`config.mk`:
```
export PLATFORM = sky130hd
export DESIGN_NAME = pdr_bridge
export DESIGN_NICKNAME = d
export VERILOG_FILES = /design/src/pkg/pdr_pkg.sv /design/src/verilog/pdr_cmd_decode.sv /design/src/verilog/pdr_bridge.sv
export SDC_FILE = /design/constraint.sdc
export NUM_CORES = 1
export LEC_CHECK = 0
export ABC_AREA = 1
export BUFFER_PORTS_ARGS = -buffer_cell sky130_fd_sc_hd__clkbuf_2
export CAP_MARGIN = 20
export CORE_UTILIZATION = 53
export CTS_CLUSTER_SIZE = 25
export DETAILED_ROUTE_END_ITERATION = 16
export HOLD_SLACK_MARGIN = 0.15
export PLACE_DENSITY = 0.8
export SYNTH_ARGS = -nofsm -noshare
export SYNTH_HDL_FRONTEND = slang
export SYNTH_SLANG_ARGS = --single-unit
```
`constraint.sdc`:
```
create_clock -name ref_clk_in -period 2.85 [get_ports ref_clk_in]
set_input_delay 0.57 -clock ref_clk_in [delete_from_list [all_inputs] [get_ports ref_clk_in]]
set_output_delay 0.57 -clock ref_clk_in [all_outputs]
set_load 0.02 [all_outputs]
```
`src/pkg/pdr_pkg.sv`:
```
// Package for the PCI delayed-read and command-decode block.
// Assumes a single 40 MHz clock and a plain register port.
package pdr_pkg;
   localparam int ADDR_W = 8;
   localparam logic [7:0] REG_DTE_OFF = 8'hF4;
   localparam logic [7:0] REG_DTT_OFF = 8'hF6;
   localparam logic [7:0] REG_STATUS_OFF = 8'hF8;
   localparam logic [7:0] REG_DECODE_OFF = 8'hFA;
   localparam logic [7:0] REG_DTE_RST = 8'h01;
   localparam logic [7:0] REG_DTT_RST = 8'h01;
   localparam logic [7:0] REG_DECODE_RST = 8'h00;
   localparam int EN_BIT = 0;
   localparam int SUBTR_BIT = 0;
   localparam int FIRST_PHASE_CLKS = 32;
   localparam int DISCARD_CLKS = 1024;
   localparam int CACHE_LINE_BYTES = 32;
   localparam int WATCH_LINES = 2;
   localparam logic [7:0] CFG_BUS = 8'h00;
   localparam logic [4:0] CFG_DEV = 5'h07;
   localparam logic [3:0] CMD_INTA = 4'h0;
   localparam logic [3:0] CMD_SPECIAL = 4'h1;
   localparam logic [3:0] CMD_IO_RD = 4'h2;
   localparam logic [3:0] CMD_IO_WR = 4'h3;
   localparam logic [3:0] CMD_MEM_RD = 4'h6;
   localparam logic [3:0] CMD_MEM_WR = 4'h7;
   localparam logic [3:0] CMD_CFG_RD = 4'hA;
   localparam logic [3:0] CMD_CFG_WR = 4'hB;
   localparam logic [3:0] CMD_MEM_RD_MULT = 4'hC;
   localparam logic [3:0] CMD_MEM_RD_LINE = 4'hE;
   localparam logic [3:0] CMD_MEM_WR_INV = 4'hF;
   localparam logic [1:0] TGT_NONE = 2'h0;
   localparam logic [1:0] TGT_IO = 2'h1;
   localparam logic [1:0] TGT_MEM = 2'h2;
   localparam logic [1:0] TGT_CFG = 2'h3;
   typedef enum logic [2:0] {
      PDR_IDLE, PDR_WAIT, PDR_CONN, PDR_FETCH, PDR_VALID
   } pdr_state_e;
endpackage

```
`src/verilog/pdr_cmd_decode.sv`:
```
// Peripheral-cluster PCI command decode, target and initiator sides.
// Assumes the command, address and hit inputs are stable during the address phase.
`timescale 1ns/1ps
`default_nettype none
module pdr_cmd_decode (
   input wire logic [3:0] cmd_in,
   input wire logic [31:0] addr_in,
   input wire logic cfg_bus0_in,
   input wire logic io_hit_in,
   input wire logic mem_hit_in,
   input wire logic subtractive_in,
   input wire logic addr_phase_in,
   output logic claim_out,
   output logic [1:0] target_class_out,
   output logic is_read_out,
   output logic init_cmd_ok_out
);
   logic mem_rd, mem_wr, io_cmd, cfg_cmd, ack_cmd, cfg_dev7, pos_hit;
   assign mem_rd = (cmd_in == pdr_pkg::CMD_MEM_RD) || (cmd_in == pdr_pkg::CMD_MEM_RD_MULT)
                   || (cmd_in == pdr_pkg::CMD_MEM_RD_LINE);
   assign mem_wr = (cmd_in == pdr_pkg::CMD_MEM_WR) || (cmd_in == pdr_pkg::CMD_MEM_WR_INV);
   assign io_cmd = (cmd_in == pdr_pkg::CMD_IO_RD) || (cmd_in == pdr_pkg::CMD_IO_WR);
   assign cfg_cmd = (cmd_in == pdr_pkg::CMD_CFG_RD) || (cmd_in == pdr_pkg::CMD_CFG_WR);
   assign ack_cmd = (cmd_in == pdr_pkg::CMD_INTA) || (cmd_in == pdr_pkg::CMD_SPECIAL);
   // Type 0 addresses keep the low two bits clear; device number comes from the upper address
   assign cfg_dev7 = cfg_bus0_in && (addr_in[1:0] == 2'h0) && (addr_in[15:11] == pdr_pkg::CFG_DEV);
   assign pos_hit = ack_cmd || (io_cmd && io_hit_in) || ((mem_rd || mem_wr) && mem_hit_in)
                    || (cfg_cmd && cfg_dev7);
   // Subtractive mode takes every memory or I/O cycle nobody else claimed
   assign claim_out = addr_phase_in && (pos_hit || (subtractive_in && (io_cmd || mem_rd || mem_wr)));
   assign target_class_out = (mem_rd || mem_wr) ? pdr_pkg::TGT_MEM :
                             io_cmd ? pdr_pkg::TGT_IO :
                             cfg_cmd ? pdr_pkg::TGT_CFG : pdr_pkg::TGT_NONE;
   assign is_read_out = mem_rd || (cmd_in == pdr_pkg::CMD_IO_RD) || (cmd_in == pdr_pkg::CMD_CFG_RD);
   assign init_cmd_ok_out = io_cmd || (cmd_in == pdr_pkg::CMD_MEM_RD) || (cmd_in == pdr_pkg::CMD_MEM_WR);
endmodule
`default_nettype wire

```
`src/verilog/pdr_bridge.sv`:
```
// Delayed-read engine for PCI-to-DRAM reads plus peripheral command decode.
// Assumes the DRAM fetch side signals data ready and that all inputs are synchronous.
`timescale 1ns/1ps
`default_nettype none
// Operation
// - Delayed termination only for DRAM reads
// - Retry master, keep fetching in background
// - Delay if over 32 clocks or outbound queued
// - Either control off: hold in wait states
// - Queued processor write converts connected read
// - Buffer data; order later writes behind it
// - Drop data after 1024 clocks without repeat
// - Match repeat by address, ignore byte enables
// - Write within two lines discards data
// - Locked processor cycle during fetch discards
// - Claim positively or subtractively by mode
// - Accept interrupt acknowledge and special cycles
// - Accept I/O reads and writes
// - Memory commands only for USB, expansion
// - Claim type 0 config to device 7
// - Read multiple and read line alias read
// - Write and invalidate aliases write
// - Initiator issues memory and I/O only
// - Initiate only after arbiter grant
module pdr_bridge #(
   parameter int DISCARD_CYCLES = pdr_pkg::DISCARD_CLKS,
   parameter int FIRST_CYCLES = pdr_pkg::FIRST_PHASE_CLKS,
   parameter int DATA_W = 32
) (
   input wire logic ref_clk_in,
   input wire logic sys_rst_in,
   input wire logic [7:0] reg_addr_in,
   input wire logic [7:0] reg_wdata_in,
   input wire logic reg_wr_in,
   input wire logic reg_rd_in,
   output logic [7:0] reg_rdata_out,
   input wire logic rd_req_in,
   input wire logic [3:0] rd_cmd_in,
   input wire logic [31:0] rd_addr_in,
   input wire logic rd_dram_hit_in,
   output logic rd_retry_out,
   output logic rd_wait_out,
   output logic rd_done_out,
   output logic [DATA_W-1:0] rd_data_out,
   output logic fetch_req_out,
   output logic [31:0] fetch_addr_out,
   input wire logic fetch_valid_in,
   input wire logic [DATA_W-1:0] fetch_data_in,
   input wire logic out_queued_in,
   input wire logic cpu_wr_queued_in,
   output logic cpu_wr_hold_out,
   input wire logic cpu_lock_queued_in,
   input wire logic pci_wr_in,
   input wire logic [31:0] pci_wr_addr_in,
   input wire logic [3:0] tgt_cmd_in,
   input wire logic [31:0] tgt_addr_in,
   input wire logic tgt_addr_phase_in,
   input wire logic tgt_cfg_bus0_in,
   input wire logic tgt_io_hit_in,
   input wire logic tgt_mem_hit_in,
   output logic tgt_claim_out,
   output logic [1:0] tgt_class_out,
   output logic tgt_read_out,
   input wire logic init_req_in,
   input wire logic [3:0] init_cmd_in,
   input wire logic init_gnt_in,
   output logic init_start_out,
   output logic init_reject_out
);
   localparam int DCW = $clog2(DISCARD_CYCLES + 1);
   localparam int FCW = $clog2(FIRST_CYCLES + 1);
   localparam logic [31:0] WATCH_SPAN = 32'(pdr_pkg::CACHE_LINE_BYTES * pdr_pkg::WATCH_LINES);

   pdr_pkg::pdr_state_e state_q, state_d;
   logic [7:0] dte_q, dtt_q, decode_q, rdata_q;
   logic [31:0] daddr_q;
   logic [DATA_W-1:0] dbuf_q, rdata_bus_q;
   logic [DCW-1:0] disc_cnt_q;
   logic [FCW-1:0] wait_cnt_q;
   logic retry_q, done_q, init_start_q, init_rej_q;

   // Address window helper used for the snoop window only; the repeat needs an exact address match
   function automatic logic in_window(input logic [31:0] base, input logic [31:0] a);
      logic [31:0] off;
      off = a - base;
      return (a >= base) && (off < WATCH_SPAN);
   endfunction

   logic dram_rd, dt_enabled, is_repeat, over_time, sneak, discard_win, discard_lock, disc_expired;
   logic wr_dte, wr_dtt, wr_dec, start_new;
   // Only memory reads of the aliased kinds to DRAM may be delayed
   assign dram_rd = rd_req_in && rd_dram_hit_in && ((rd_cmd_in == pdr_pkg::CMD_MEM_RD)
                    || (rd_cmd_in == pdr_pkg::CMD_MEM_RD_LINE) || (rd_cmd_in == pdr_pkg::CMD_MEM_RD_MULT));
   assign dt_enabled = dte_q[pdr_pkg::EN_BIT] && dtt_q[pdr_pkg::EN_BIT];
   assign is_repeat = dram_rd && (rd_addr_in == daddr_q);
   assign over_time = (wait_cnt_q >= FCW'(FIRST_CYCLES));
   assign sneak = cpu_wr_queued_in;
   assign discard_win = pci_wr_in && in_window(daddr_q, pci_wr_addr_in);
   assign discard_lock = (state_q == pdr_pkg::PDR_FETCH) && cpu_lock_queued_in;
   assign disc_expired = (disc_cnt_q == DCW'(DISCARD_CYCLES));
   assign wr_dte = reg_wr_in && (reg_addr_in == pdr_pkg::REG_DTE_OFF);
   assign wr_dtt = reg_wr_in && (reg_addr_in == pdr_pkg::REG_DTT_OFF);
   assign wr_dec = reg_wr_in && (reg_addr_in == pdr_pkg::REG_DECODE_OFF);
   assign start_new = dram_rd && (state_q == pdr_pkg::PDR_IDLE);

   always_comb begin
      state_d = state_q;
      case (state_q)
         pdr_pkg::PDR_IDLE: begin
            if (start_new) begin
               if (!dt_enabled) begin
                  state_d = pdr_pkg::PDR_WAIT;
               end else if (out_queued_in) begin
                  state_d = pdr_pkg::PDR_FETCH;
               end else begin
                  state_d = pdr_pkg::PDR_CONN;
               end
            end
         end
         pdr_pkg::PDR_WAIT: begin
            if (fetch_valid_in) begin
               state_d = pdr_pkg::PDR_IDLE;
            end
         end
         pdr_pkg::PDR_CONN: begin
            if (fetch_valid_in) begin
               state_d = pdr_pkg::PDR_IDLE;
            end else if (over_time || sneak || out_queued_in) begin
               state_d = pdr_pkg::PDR_FETCH;
            end
         end
         pdr_pkg::PDR_FETCH: begin
            if (discard_lock || discard_win) begin
               state_d = pdr_pkg::PDR_IDLE;
            end else if (fetch_valid_in) begin
               state_d = pdr_pkg::PDR_VALID;
            end
         end
         pdr_pkg::PDR_VALID: begin
            // Reads to any other address get no answer until the buffer is freed
            if (is_repeat || disc_expired || discard_win) begin
               state_d = pdr_pkg::PDR_IDLE;
            end
         end
         default: state_d = pdr_pkg::PDR_IDLE;
      endcase
   end

   always_ff @(posedge ref_clk_in) begin
      if (sys_rst_in) begin
         state_q <= pdr_pkg::PDR_IDLE;
      end else begin
         state_q <= state_d;
      end
   end

   always_ff @(posedge ref_clk_in) begin
      if (sys_rst_in) begin
         daddr_q <= '0;
      end else if (start_new) begin
         daddr_q <= rd_addr_in;
      end
   end

   always_ff @(posedge ref_clk_in) begin
      if (sys_rst_in) begin
         dbuf_q <= '0;
      end else if (fetch_valid_in && (state_q == pdr_pkg::PDR_FETCH)) begin
         dbuf_q <= fetch_data_in;
      end
   end

   always_ff @(posedge ref_clk_in) begin
      if (sys_rst_in || state_q != pdr_pkg::PDR_CONN) begin
         wait_cnt_q <= '0;
      end else if (!over_time) begin
         wait_cnt_q <= wait_cnt_q + FCW'(1);
      end
   end

   always_ff @(posedge ref_clk_in) begin
      if (sys_rst_in || state_q != pdr_pkg::PDR_VALID) begin
         disc_cnt_q <= '0;
      end else if (!disc_expired) begin
         disc_cnt_q <= disc_cnt_q + DCW'(1);
      end
   end

   // Retry answers a new read sent straight to fetch, a connected read that converts, or any DRAM read during the fetch
   logic retry_d, done_d;
   logic [DATA_W-1:0] rdata_bus_d;
   assign retry_d = (start_new && dt_enabled && out_queued_in)
                    || ((state_q == pdr_pkg::PDR_CONN) && state_d == pdr_pkg::PDR_FETCH)
                    || ((state_q == pdr_pkg::PDR_FETCH) && dram_rd);
   assign done_d = ((state_q == pdr_pkg::PDR_VALID) && is_repeat)
                   || (((state_q == pdr_pkg::PDR_WAIT) || (state_q == pdr_pkg::PDR_CONN)) && fetch_valid_in);
   assign rdata_bus_d = (state_q == pdr_pkg::PDR_VALID) ? dbuf_q : fetch_data_in;

   always_ff @(posedge ref_clk_in) begin
      if (sys_rst_in) begin
         retry_q <= 1'b0;
         done_q <= 1'b0;
         rdata_bus_q <= '0;
      end else begin
         retry_q <= retry_d;
         done_q <= done_d;
         if (done_d) begin
            rdata_bus_q <= rdata_bus_d;
         end
      end
   end

   assign rd_retry_out = retry_q;
   assign rd_done_out = done_q;
   assign rd_data_out = rdata_bus_q;
   assign rd_wait_out = (state_q == pdr_pkg::PDR_WAIT) || (state_q == pdr_pkg::PDR_CONN);
   assign fetch_req_out = (state_q == pdr_pkg::PDR_WAIT) || (state_q == pdr_pkg::PDR_CONN)
                          || (state_q == pdr_pkg::PDR_FETCH);
   assign fetch_addr_out = daddr_q;
   // Holding processor writes while a delayed read is pending prevents starvation
   assign cpu_wr_hold_out = (state_q == pdr_pkg::PDR_FETCH) || (state_q == pdr_pkg::PDR_VALID);

   // Register port
   always_ff @(posedge ref_clk_in) begin
      if (sys_rst_in) begin
         dte_q <= pdr_pkg::REG_DTE_RST;
         dtt_q <= pdr_pkg::REG_DTT_RST;
         decode_q <= pdr_pkg::REG_DECODE_RST;
      end else begin
         if (wr_dte) begin
            dte_q <= reg_wdata_in;
         end
         if (wr_dtt) begin
            dtt_q <= reg_wdata_in;
         end
         if (wr_dec) begin
            decode_q <= reg_wdata_in;
         end
      end
   end

   logic [7:0] rd_mux;
   assign rd_mux = (reg_addr_in == pdr_pkg::REG_DTE_OFF) ? dte_q :
                   (reg_addr_in == pdr_pkg::REG_DTT_OFF) ? dtt_q :
                   (reg_addr_in == pdr_pkg::REG_DECODE_OFF) ? decode_q :
                   (reg_addr_in == pdr_pkg::REG_STATUS_OFF) ? {5'h00, state_q} : 8'h00;

   always_ff @(posedge ref_clk_in) begin
      if (sys_rst_in) begin
         rdata_q <= 8'h00;
      end else if (reg_rd_in) begin
         rdata_q <= rd_mux;
      end else begin
         rdata_q <= 8'h00;
      end
   end
   assign reg_rdata_out = rdata_q;

   // Target decode for the peripheral cluster
   logic init_ok;
   pdr_cmd_decode u_decode (
      .cmd_in(tgt_cmd_in),
      .addr_in(tgt_addr_in),
      .cfg_bus0_in(tgt_cfg_bus0_in),
      .io_hit_in(tgt_io_hit_in),
      .mem_hit_in(tgt_mem_hit_in),
      .subtractive_in(decode_q[pdr_pkg::SUBTR_BIT]),
      .addr_phase_in(tgt_addr_phase_in),
      .claim_out(tgt_claim_out),
      .target_class_out(tgt_class_out),
      .is_read_out(tgt_read_out),
      .init_cmd_ok_out()
   );

   // Second decoder checks the initiator command
   pdr_cmd_decode u_init_decode (
      .cmd_in(init_cmd_in),
      .addr_in(32'h0000_0000),
      .cfg_bus0_in(1'b0),
      .io_hit_in(1'b0),
      .mem_hit_in(1'b0),
      .subtractive_in(1'b0),
      .addr_phase_in(1'b0),
      .claim_out(),
      .target_class_out(),
      .is_read_out(),
      .init_cmd_ok_out(init_ok)
   );

   always_ff @(posedge ref_clk_in) begin
      if (sys_rst_in) begin
         init_start_q <= 1'b0;
         init_rej_q <= 1'b0;
      end else begin
         init_start_q <= init_req_in && init_gnt_in && init_ok;
         init_rej_q <= init_req_in && !init_ok;
      end
   end
   assign init_start_out = init_start_q;
   assign init_reject_out = init_rej_q;
endmodule
`default_nettype wire

```
==> summary.md <==
| Metric | Value |
|---|---|
| Status | `complete, no violations` |
| Antenna Violating Nets Remaining | `0` |
| Initial antenna violation count | `0` |
| Die height | `between 100 and 150 um` |
| Pwr Total | `approximately 5.2 mW` |
| Number of synthesized flops with an enable pin | `0` |
| DRT iter0 DRCs | `between 500 and 600` |
| Final setup viols | `0` |
| Syn. warnings | `0` |
| Synth top area cells | `dfxtp_1 34%, nand2_1 13%, inv_1 9.3%` |
| Slowest cell on crit path | `ha_1` |
| Switching share of total power | `between 20% and 30%` |
| Clk_lat worst skew | `between 400 and 500 ps` |
| Crit path max-delay family | `simple AND/OR/NAND/NOR gates` |
| Fin Clk Skew | `~8.9 ps` |
| Mapped Cells | `1428` |
| Critical Path AT | `2820 ps` |
| P_sw | `1.56 mW` |
| Max Slew Vio Count | `0` |
| CTS Hold Bufs | `0` |
| Syn Nets | `1637` |
| GRT Util Overall | `29.9%` |
| Crit-path max FO | `5` |
| Post-synth top area share | `33.8%` |
| Commonest register cell after synthesis | `dfxtp_1` |
| Yosys reg bits | `~150` |
| Number of diodes | `0` |
| Number of global-route vias before repair | `roughly 9000` |
| Postcts setup bufs | `0` |
| Peak Freq | `between 300 and 400 MHz` |
| Comb power frac | `between 10% and 20%` |
| Vias per std cell | `just over 5` |
| Dpl cells | `between 1500 and 2000` |
| CTS buffer count | `17` |
| Pleak | `roughly 5.4 nW` |
| # port buffers | `about 230` |
| Core area | `about 17000 um^2` |
| Met3 usage | `between 7 and 8%` |
| Worst path cell trace | `inv_1 > ha_1 > nand2_2 > inv_1 > nand2_2 > nor3_1 > nand2_1 > nand2_1 > nand2_1 > nand3_1 > nand2_1 > nor2_1 > nand3_1 > nor2_1 > nand2_1 > nand2_1 > a21oi_1` |
| Crit path buffers/inverters | `2` |
| Clock tree buffer depth | `2` |
| Hold Startpoint | `init_gnt_in` |
| Largest stage delay on the critical path | `roughly 400 ps` |
| Area Overhead vs Synth | `21.2%` |
| Drt wl/cell | `~14 um` |
| First-pass DRT Iterations | `5` |
| Clock sink total | `about 150` |
| Die ar. | `around 18000 um^2` |
| I/O Pins | `approximately 260` |
| Global-route wire length before repair | `42300 um` |
| Count of different cell masters after synthesis | `40` |
| HPWL Detailed | `~20000 um` |
| Die Span X | `~130 um` |
| Least-Margin Pin Slew | `~630 ps` |
| M1 GR Usage | `38.9%` |
| Busiest grt layer | `met2` |
| Initial core utilization | `a little over half` |
| Sequential Power Share | `41.4%` |
| Sequential area share after synthesis | `about a third` |
| Placer Congestion | `roughly 0.97` |
| Max VDD drop | `0.420 mV` |
| Critical R2R Launch | `fetch_addr_out[11]$_SDFFE_PP0P_` |
| # rows | `47` |
| Met2 Track Usage GR | `around 48%` |
| Pin count of the biggest net entering global routing | `113` |
| Critical setup path kind | `flip-flop to flip-flop` |
| Max cap viols | `0` |
| Final Hold Viols | `0` |
| Most frequent cell after synthesis | `nand2_1` |
| Synthesized area | `roughly 9000 um^2` |
| Critical Path RT | `3140 ps` |
| Cell taking the most area after synthesis | `dfxtp_1` |
| Clock Pin Slew Worst Setup and Hold Paths | `70 ps` |
| Root Driver | `clkbuf_16` |
| Post-synthesis async set-or-reset flop share | `0%` |
| Synth top cells by count | `320 x nand2_1, 224 x inv_1, 193 x nor2_1` |
| Final Critical Period | `approximately 2500 ps` |
| Via count | `approximately 9700` |
| Share of cells above drive strength 1 | `between 10% and 20%` |
| CP Capture Type | `flip-flop` |
| Syn_area_per_cell | `6.31 um^2` |
| Crit path top cell by count | `nand2_1` |
| Cell Count, Final, Fillers Out | `1875` |
| Design internal power | `3.69 mW` |
| DRC viols | `0` |
| Hold/Removal Path Class | `input pin to flip-flop` |
| CTS tree | `yes` |
| Nets | `between 1500 and 2000` |
| Power Density | `around 480 nW/um^2` |
| Crit path from | `fetch_addr_out[11]$_SDFFE_PP0P_` |
| Final worst path period share | `between 80% and 90%` |
| Detailed Route WL | `between 20000 and 30000 um` |
| H-tree Lvls | `4` |
| Clock power frac | `a little over two fifths` |
| Global route overflow | `0` |
| CP startpoint kind | `flip-flop` |
| Hold Slack | `around 350 ps` |
| Tightest slew margin relative to the limit | `roughly three fifths` |
[cell families after synthesis]
family,count (synthesis),share of synthesized area [%]
xor gates and xnor gates,26,2.53
AOI/OAI and AO/OA,310,18.2
DFF,152,33.8
buffers and inverters,270,11.3
and+or+nand+nor,634,29.2
adders and majority gates,36,5.00
[sequential cells by signal (all words and copies together) (netlist names)]
name	cells
fetch_addr_out	32
reg_rdata_out	8
decode_q	8
wait_cnt_q	6
init_start_out	1
rd_data_out	32
dbuf_q	32
rd_done_out	1
init_reject_out	1
disc_cnt_q	11
rd_retry_out	1
state_q	3
dte_q	8
dtt_q	8
[area by class of cell]
cell class / count / area [um^2]
clock inverter: 14 / 138
clock buffer: 17 / 425
timing repair buffer: 239 / 1240
multi-input combinational: 1006 / 4960
inverter: 227 / 852
tap: 220 / 275
sequential: 152 / 3040
fill: 1572 / 5660
[tightest hold or removal path: stages]
cell      delay (ps)
clkbuf_2          80
nand2_1           50
nor2_1            30
[power groups by stage]
stage	Clock (mW)	Sequential [mW]	Combinational (mW)
after floorplan	0	2.25	0.510
after global placement	0	2.22	0.833
after detailed placement	0	2.22	0.843
after CTS	2.24	2.17	0.850
after global routing	2.34	2.18	0.970
final	2.21	2.17	0.861
[metal layers]
metal / wire length [um] / up-vias / share of wire (%)
met5: 0 / - / 0
met4: 567 / 0 / 2.2
met3: 2140 / 33 / 8.3
met2: 11500 / 330 / 44
met1: 11700 / 4387 / 45
li1: - / 4994 / -
[placed cells by master, fill, tap and decap left out, types with 4 or more instances in the layout]
cell type,n
a211oi_1,4
a21oi_1,119
a31oi_1,4
buf_4,10
clkbuf_16,17
clkbuf_2,228
dfxtp_1,152
ha_1,36
inv_1,223
inv_2,4
inv_6,5
nand2_1,318
nand2_2,10
nand3_1,55
nand3b_1,4
nand4_1,13
nor2_1,193
nor3_1,16
nor3_2,4
nor4_1,7
o211ai_1,4
o21ai_0,158
xnor2_1,5
xor2_1,21
[worst paths after layout]
kind | end | slack [ps] | cells after the start
hold reg to reg | dbuf_q[0]$_SDFFE_PP0P_ | 450 | 2
setup reg to reg | state_q[1]$_SDFF_PP0_ | 320 | 17
setup / recovery | state_q[1]$_SDFF_PP0_ | 320 | 17
hold / removal | init_start_out$_SDFF_PP0_ | 350 | 3
[timing repair]
| action | in CTS | in global routing |
|---|---|---|
| hold endpoints to repair | 0 | 0 |
| resized for setup | 0 | 2 |
| endpoints found under the setup margin | 0 | 3 |
[metrics by stage]
step                      util (%)  setup TNS [ps]  area, um^2  worst slack [ps]
after CTS                     65.8               0       10900               338
after detailed placement      62.4               0       10400               164
after floorplan                  -               0        9010               666
final                         65.9               0       10900               323
after global placement        62.4               0       10400               189
after global routing          65.9          -0.470       10900            -0.470
Power figures use the tool's default switching activity.
